==> src/sdl_pkg.sv <==
// Shared constants for the serial converter word loader link
package sdl_pkg;
  localparam int WORD_BITS    = 16;
  localparam int SYNC_STAGES  = 2;
  localparam int FIFO_DEPTH   = 8;
  localparam int CLK_SYS_NS   = 50;
  localparam int LINK_HALF_NS = 200;
  localparam int LINK_HALF_CYC = (LINK_HALF_NS + CLK_SYS_NS - 1) / CLK_SYS_NS;
  localparam logic [15:0] DAC_RESET = 16'h0000;
  localparam logic [15:0] SHIFT_RESET = 16'h0000;
endpackage

==> src/sdl_link_if.sv <==
// Link carrier joining the host end and the converter end
`timescale 1ns/1ns
interface sdl_link_if;
  logic sclk;
  logic serialIn;
  logic frameSelN;
  logic loadOutputN;
  logic serialOut;
  modport host (output sclk, output serialIn, output frameSelN, output loadOutputN,
                input serialOut);
  modport dev  (input sclk, input serialIn, input frameSelN, input loadOutputN,
                output serialOut);
endinterface

==> src/sdl_fifo.sv <==
// Parameterised valid/ready FIFO
`timescale 1ns/1ns
module sdl_fifo #(
  parameter int WIDTH = 16,
  parameter int DEPTH = 8
) (
  input  wire logic             clk_sys,   // System clock
  input  wire logic             nrst,      // Async reset, low
  input  wire logic [WIDTH-1:0] inData,    // Write data
  input  wire logic             inValid,   // Write request
  output logic                  inReady,   // Not full
  output logic      [WIDTH-1:0] outData,   // Head word
  output logic                  outValid,  // Not empty
  input  wire logic             outReady   // Drain strobe
);
  localparam int AW = $clog2(DEPTH);
  initial begin
    if (DEPTH < 2 || (1 << AW) != DEPTH) $error("DEPTH must be a power of two >= 2");
  end
  logic [WIDTH-1:0] mem [DEPTH];
  logic [AW:0]      wrPtr_ff;
  logic [AW:0]      rdPtr_ff;
  wire doWr = inValid && inReady;
  wire doRd = outValid && outReady;
  assign inReady  = (wrPtr_ff - rdPtr_ff) != (AW+1)'(DEPTH);
  assign outValid = wrPtr_ff != rdPtr_ff;
  assign outData  = mem[rdPtr_ff[AW-1:0]];
  always_ff @(posedge clk_sys) begin
    if (doWr) begin
      mem[wrPtr_ff[AW-1:0]] <= inData;
    end
  end
  always_ff @(posedge clk_sys or negedge nrst) begin
    if (!nrst) begin
      wrPtr_ff <= '0;
    end else if (doWr) begin
      wrPtr_ff <= wrPtr_ff + 1'b1;
    end
  end
  always_ff @(posedge clk_sys or negedge nrst) begin
    if (!nrst) begin
      rdPtr_ff <= '0;
    end else if (doRd) begin
      rdPtr_ff <= rdPtr_ff + 1'b1;
    end
  end
endmodule

==> src/sdl_host.sv <==
// Host end: serial master sending words from a FIFO
`timescale 1ns/1ns
module sdl_host #(
  parameter int WORD_BITS = sdl_pkg::WORD_BITS,
  parameter int DEPTH     = sdl_pkg::FIFO_DEPTH
) (
  input  wire logic                 clk_sys,     // System clock
  input  wire logic                 nrst,        // Async reset, low
  input  wire logic [WORD_BITS-1:0] wrData,      // Word to send
  input  wire logic                 wrValid,     // Word offered
  output logic                      wrReady,     // FIFO has room
  input  wire logic                 autoLoad,    // 1: hold load low
  output logic      [WORD_BITS-1:0] rdData,      // Word shifted back
  output logic                      rdValid,     // One-cycle pulse
  sdl_link_if.host                  link         // Serial link
);
  initial begin
    if (WORD_BITS != 16) $error("WORD_BITS must be 16");
  end
  typedef enum logic [2:0] {
    ST_IDLE  = 3'b000,
    ST_LOW   = 3'b001,
    ST_HIGH  = 3'b010,
    ST_END   = 3'b011,
    ST_LOAD  = 3'b100
  } sdl_hst_e;
  sdl_hst_e         state_ff;
  logic [15:0]      txSh_ff;
  logic [15:0]      rxSh_ff;
  logic [4:0]       bitCnt_ff;
  logic [3:0]       divCnt_ff;
  logic [1:0]       sdoSync_ff;
  logic             sclk_ff;
  logic             sdi_ff;
  logic             fsN_ff;
  logic             ldN_ff;
  logic [15:0]      rdData_ff;
  logic             rdValid_ff;
  logic [15:0]      fifoData;
  logic             fifoValid;
  logic             tick;
  wire              takeWord = (state_ff == ST_IDLE) && fifoValid;

  sdl_fifo #(.WIDTH(WORD_BITS), .DEPTH(DEPTH)) u_fifo (
    .clk_sys  (clk_sys),
    .nrst     (nrst),
    .inData   (wrData),
    .inValid  (wrValid),
    .inReady  (wrReady),
    .outData  (fifoData),
    .outValid (fifoValid),
    .outReady (takeWord)
  );

  // ==========================================================
  // Half-period tick for the generated shift clock
  assign tick = divCnt_ff == 4'(sdl_pkg::LINK_HALF_CYC - 1);
  always_ff @(posedge clk_sys or negedge nrst) begin
    if (!nrst) begin
      divCnt_ff <= '0;
    end else if (tick || state_ff == ST_IDLE) begin
      divCnt_ff <= '0;
    end else begin
      divCnt_ff <= divCnt_ff + 4'h1;
    end
  end

  always_ff @(posedge clk_sys or negedge nrst) begin
    if (!nrst) begin
      sdoSync_ff <= '0;
    end else begin
      sdoSync_ff <= {sdoSync_ff[0], link.serialOut};
    end
  end

  // ==========================================================
  // Frame sequencer, clock idles low
  always_ff @(posedge clk_sys or negedge nrst) begin
    if (!nrst) begin
      state_ff  <= ST_IDLE;
      sclk_ff   <= 1'b0;
      sdi_ff    <= 1'b0;
      fsN_ff    <= 1'b1;
      ldN_ff    <= 1'b1;
      txSh_ff   <= sdl_pkg::SHIFT_RESET;
      rxSh_ff   <= sdl_pkg::SHIFT_RESET;
      bitCnt_ff <= '0;
    end else begin
      ldN_ff <= !autoLoad && state_ff == ST_LOAD ? 1'b0 : !autoLoad;
      unique case (state_ff)
        ST_IDLE: begin
          if (fifoValid) begin
            txSh_ff   <= fifoData;
            fsN_ff    <= 1'b0;
            bitCnt_ff <= '0;
            state_ff  <= ST_LOW;
          end
        end
        ST_LOW: if (tick) begin
          sclk_ff  <= 1'b1;
          sdi_ff   <= txSh_ff[15];
          txSh_ff  <= {txSh_ff[14:0], 1'b0};
          state_ff <= ST_HIGH;
        end
        ST_HIGH: if (tick) begin
          sclk_ff   <= 1'b0;
          rxSh_ff   <= {rxSh_ff[14:0], sdoSync_ff[1]};
          bitCnt_ff <= bitCnt_ff + 5'h1;
          state_ff  <= bitCnt_ff == 5'd15 ? ST_END : ST_LOW;
        end
        ST_END: if (tick) begin
          fsN_ff   <= 1'b1;
          state_ff <= autoLoad ? ST_IDLE : ST_LOAD;
        end
        ST_LOAD: if (tick) begin
          state_ff <= ST_IDLE;
        end
        default: state_ff <= ST_IDLE;
      endcase
    end
  end

  always_ff @(posedge clk_sys or negedge nrst) begin
    if (!nrst) begin
      rdData_ff  <= '0;
      rdValid_ff <= 1'b0;
    end else begin
      rdValid_ff <= state_ff == ST_END && tick;
      if (state_ff == ST_END && tick) begin
        rdData_ff <= rxSh_ff;
      end
    end
  end

  assign link.sclk        = sclk_ff;
  assign link.serialIn    = sdi_ff;
  assign link.frameSelN   = fsN_ff;
  assign link.loadOutputN = ldN_ff;
  assign rdData           = rdData_ff;
  assign rdValid          = rdValid_ff;
endmodule

==> src/flat_wrapper.sv <==
// flat-port wrapper written by rule: the top's interface ports become plain ports
module sdl_host_flat 
#(
  parameter int WORD_BITS = sdl_pkg::WORD_BITS,
  parameter int DEPTH     = sdl_pkg::FIFO_DEPTH
)
  (clk_sys, nrst, wrData, wrValid, wrReady, autoLoad, rdData, rdValid, link_sclk, link_serialIn, link_frameSelN, link_loadOutputN, link_serialOut);
  sdl_link_if link_i ();
  input  wire logic clk_sys;
  input  wire logic nrst;
  input  wire logic [WORD_BITS-1:0] wrData;
  input  wire logic wrValid;
  output logic wrReady;
  input  wire logic autoLoad;
  output logic      [WORD_BITS-1:0] rdData;
  output logic rdValid;
  output wire logic [$bits(link_i.sclk)-1:0] link_sclk;
  output wire logic [$bits(link_i.serialIn)-1:0] link_serialIn;
  output wire logic [$bits(link_i.frameSelN)-1:0] link_frameSelN;
  output wire logic [$bits(link_i.loadOutputN)-1:0] link_loadOutputN;
  input wire logic [$bits(link_i.serialOut)-1:0] link_serialOut;
  assign link_sclk = link_i.sclk;
  assign link_serialIn = link_i.serialIn;
  assign link_frameSelN = link_i.frameSelN;
  assign link_loadOutputN = link_i.loadOutputN;
  assign link_i.serialOut = link_serialOut;
  sdl_host #(.WORD_BITS(WORD_BITS), .DEPTH(DEPTH)) u_core (.clk_sys(clk_sys), .nrst(nrst), .wrData(wrData), .wrValid(wrValid), .wrReady(wrReady), .autoLoad(autoLoad), .rdData(rdData), .rdValid(rdValid), .link(link_i));
endmodule
==> config.mk <==
export PLATFORM = sky130hd
export DESIGN_NAME = sdl_host_flat
export DESIGN_NICKNAME = d
export VERILOG_FILES = /design/src/sdl_pkg.sv /design/src/sdl_link_if.sv /design/src/sdl_fifo.sv /design/src/sdl_host.sv /design/src/flat_wrapper.sv
export SDC_FILE = /design/constraint.sdc
export NUM_CORES = 1
export LEC_CHECK = 0
export BUFFER_PORTS_ARGS = -buffer_cell sky130_fd_sc_hd__buf_2
export CAP_MARGIN = 10
export CORE_UTILIZATION = 55
export DETAILED_ROUTE_END_ITERATION = 6
export PLACE_DENSITY_LB_ADDON = 0.12
export REMOVE_ABC_BUFFERS = 1
export SYNTH_ARGS = -nofsm -noshare
export SYNTH_HDL_FRONTEND = slang
export SYNTH_SLANG_ARGS = --single-unit
==> constraint.sdc <==
create_clock -name clk_sys -period 3.8 [get_ports clk_sys]
set_input_delay 0.38 -clock clk_sys [delete_from_list [all_inputs] [get_ports clk_sys]]
set_output_delay 0.38 -clock clk_sys [all_outputs]
set_load 0.02 [all_outputs]
==> impl_results.md <==
* Final wirelength at 14.7 mm
* Critical Path End Type: flip-flop
* Core area at 14500 um^2
* FP Rows at 44
* Post-CTS Resized at 0
* Register bit total from synthesis at 203
* Root buffer cell: clkbuf_16
* Clk sinks at 203
* DR pass1 iterations at 4
* GRT overflow at 0
* WP buf/inv at 3
* Slowest stage delay, CP at 0.64 ns
* Diode count at 0
* TritonCTS clock tree: built
* Mean Syn Cell Area at 17.2 um^2
* Die W at 124 um
* IO buf count at 42
* Vias in the first global route at 4160
* Final WS setup at 0.887 ns
* Synth Area in Adders at 0.0123
* Peak Freq at 343 MHz
* Vias per Instance at 5.69
* Max Cap Violations at 0
* Worst flop-to-flop path startpoint: u_core.u_fifo.rdPtr_ff[2]$_DFFE_PN0P_
* Critical Path, Cell by Cell: clkinv_1 -> buf_4 -> ha_1 -> nand3b_1 -> or4b_1 -> nand4_1 -> inv_1
* Layout cells sized above 1 at 0.340
* Area added between synthesis and finish at 13.6%
* CP max FO at 18
* Hold Fails Final Rpt at 0
* Register area share after synthesis at 0.703
* Initial antenna violation count at 0
* Max VDD drop at 0.444 mV
* Reg clk slew, reported paths at 0.06 ns
* Dpl cell area at 8600 um^2
* Clock Skew at 0.00865 ns
* Crit share post-route at 0.767
* Post-CTS Setup Bufs at 0
* Area of the multi-input gates at 2310 um^2
* Area of the die at 15300 um^2
* FF-to-FF setup slack at 0.89 ns
* GP Congestion at 0.818
* Drt initial violations at 274
* Setup crit start kind: flip-flop
* Synth Area in Compound Gates at 0.0244
* RR Endpoint: u_core.u_fifo.mem[7][3]$_DFFE_PP_
* First-pass GRT wire length at 22.9 mm
* Largest net degree at the start of global routing at 76
* Clk_lat worst skew at 0.49 ns
* Remaining DRCs at 0
* Tightest Hold Check Type: input port to asynchronous set/reset pin
* Place WS at 0.890 ns
* Hold_buf cts at 1
* RSZ-0062 raised after global routing: no
* Kind of critical path: flip-flop to flip-flop
* Rel. slew slack at 0.381
* Cell area after synthesis at 8140 um^2
* PwrDens at 765 nW/um^2
* Post-Syn Instances at 472
* Status: complete, no violations
* Initial Util at 0.562
* Worst-case clock buffer depth at 3
* Mux cell area share after synthesis at 0.164
* Slew @ Worst Pin at 0.929 ns
* Slowest CP cell: dfrtp_1
* Design area at 9250 um^2
* WL/cell at 20.4 um
* H-tree depth at 1
* Final setup vio count at 0
* Worst R2R Path Depth at 7
* Largest family of logic cells by synthesized area: multiplexers
* Pleak at 3.63 nW
* Antenna-violating nets left at 0
* Min cycle time layout at 2.91 ns
* Die Span Y at 124 um
* Ports at 43
* Worst EP arrival at 3.04 ns
* Final Max Slew Viols at 0
* Register area at 5720 um^2
* Hpwl dp at 9.69 mm
* Fillers at 1033
* Via count at 4113
* Worst Path Required at 3.93 ns
* Xor/xnor share of the synthesized area at 0.0135
* Total track usage at 0.205
* Post-synthesis simple-gate area fraction at 0.0636
* Count of cell types in the netlist at 45
* Net count, final at 554
* YS warnings at 0
* Delay-heaviest family, CP: simple AND/OR/NAND/NOR gates
* CTS buffer count at 21
cell usage after synthesis:
library cell	count	area, um^2
nand2_2	1	6.26
buf_2	8	40.0
nor3b_1	1	7.51
clkinv_1	1	3.75
or3b_2	1	8.76
o2bb2ai_1	1	8.76
or3b_1	1	8.76
nand2b_1	2	12.5
nor3b_2	1	12.5
nor3_1	6	30.0
xor2_1	5	43.8
xnor3_1	1	22.5
o21a_1	2	15.0
o21ai_0	5	25.0
nand4b_1	1	8.76
a21oi_1	4	20.0
nand3_1	5	25.0
nand3_2	1	10.0
edfxtp_1	128	3840
nand4_1	5	31.3
a21o_1	1	7.51
nand2_1	34	128
nor4b_4	1	23.8
nand3b_1	3	22.5
o211ai_1	1	7.51
mux2_2	42	473
buf_8	1	15.0
mux4_2	32	721
or4b_1	1	10.0
mux2i_1	1	10.0
a2111o_1	1	11.3
a31oi_1	15	93.8
mux2_4	9	135
inv_1	9	33.8
nor2_1	22	82.6
dfrtp_1	73	1830
xnor2_1	5	43.8
dfstp_2	2	52.6
clkbuf_1	16	60.1
nor4_1	7	43.8
and4_1	1	8.76
and3_1	3	18.8
nor2b_1	3	18.8
ha_1	8	100
a211o_2	1	10.0
layout by cell type, fill, tap and decap left out, drive strengths merged, types with 7 or more instances in the layout:
master  Yosys  layout
ha          8       8
buf         9      54
nand2      35      35
clkinv      1       7
nor4        7       7
mux2       51      51
a31oi      15      15
clkbuf     16      30
edfxtp    128     128
dfrtp      73      73
nor2       22      22
inv         9      10
mux4       32      32
flip-flops by register name (all words and copies together), names as in the netlist:
| signal | count |
|---|---|
| u_core.u_fifo.mem | 128 |
| u_core.txSh_ff | 16 |
| u_core.rxSh_ff | 16 |
| u_core.u_fifo.rdPtr_ff | 4 |
| u_core.state_ff | 3 |
| u_core.link.loadOutputN | 1 |
| u_core.bitCnt_ff | 5 |
| u_core.u_fifo.wrPtr_ff | 4 |
| u_core.sdoSync_ff | 2 |
| u_core.divCnt_ff | 4 |
| u_core.link.frameSelN | 1 |
| u_core.link.serialIn | 1 |
| u_core.rdData | 16 |
| u_core.rdValid | 1 |
| u_core.link.sclk | 1 |
layer usage:
layer	share of wire	track usage
met3	0.043	0.0380
met1	0.43	0.272
met2	0.50	0.345
met4	0.023	0.0655
met5	0	0
cell families (layout without fill, tap and decap cells):
logic type,after synthesis,count (layout)
AO/OA/AOI/OAI,31,31
adder cells (fa/ha/maj),8,8
flip-flops,203,203
XOR/XNOR,11,11
buffers and inverters,35,102
AND/OR/NAND/NOR,100,100
multiplexers,84,84
cell type report:
type / count / area share
Clock buffer: 30 / 0.0649
Clock inverter: 7 / 0.00406
Inverter: 10 / 0.00406
Multi-Input combinational cell: 234 / 0.250
Sequential cell: 203 / 0.619
Tap cell: 184 / 0.0249
Timing Repair Buffer: 55 / 0.0338
worst max path at each step:
| stage | slack (ns) | startpoint | endpoint | cells after the start |
|---|---|---|---|---|
| after CTS | 0.87 | u_core.u_fifo.rdPtr_ff[2]$_DFFE_PN0P_ | u_core.u_fifo.mem[7][9]$_DFFE_PP_ | 7 |
| after floorplan | -0.69 | u_core.u_fifo.rdPtr_ff[0]$_DFFE_PN0P_ | u_core.u_fifo.mem[1][0]$_DFFE_PP_ | 5 |
| after global placement | 0.99 | u_core.u_fifo.rdPtr_ff[2]$_DFFE_PN0P_ | u_core.u_fifo.mem[7][13]$_DFFE_PP_ | 7 |
| after detailed placement | 0.89 | u_core.u_fifo.rdPtr_ff[2]$_DFFE_PN0P_ | u_core.u_fifo.mem[7][4]$_DFFE_PP_ | 7 |
| final | 0.89 | u_core.u_fifo.rdPtr_ff[2]$_DFFE_PN0P_ | u_core.u_fifo.mem[7][3]$_DFFE_PP_ | 7 |
| after global routing | 0.64 | u_core.u_fifo.rdPtr_ff[2]$_DFFE_PN0P_ | u_core.u_fifo.mem[7][9]$_DFFE_PP_ | 7 |
through the flow:
stage | cells | power, W | setup TNS [ns] | hold slack [ns] | utilization
6_report | 723 | 0.00708 | 0 | 0.00842 | 0.639
3_3_place_gp | 685 | 0.00519 | 0 | 0.334 | 0.594
2_1_floorplan | 447 | 0.00459 | -76.80 | 0.0844 | -
3_5_place_dp | 685 | 0.00525 | 0 | 0.347 | 0.594
5_1_grt | 723 | 0.00747 | 0 | 0.0108 | 0.639
4_1_cts | 723 | 0.00716 | 0 | 0.00743 | 0.639
worst reg2reg max path: stages, from the launching register on:
cell and delay (ns):
dfrtp_1 0.64, clkinv_1 0.13, buf_4 0.21, ha_1 0.34
nand3b_1 0.17, or4b_1 0.54, nand4_1 0.17, inv_1 0.34
power by group:
part	total, W	switching [W]	internal, W
registers	0.00303	0.000246	0.00279
logic	0.00216	0.00115	0.00100
clock network	0.00188	0.000784	0.00110
total	0.00708	0.00218	0.00489
Power figures use the tool's default switching activity.
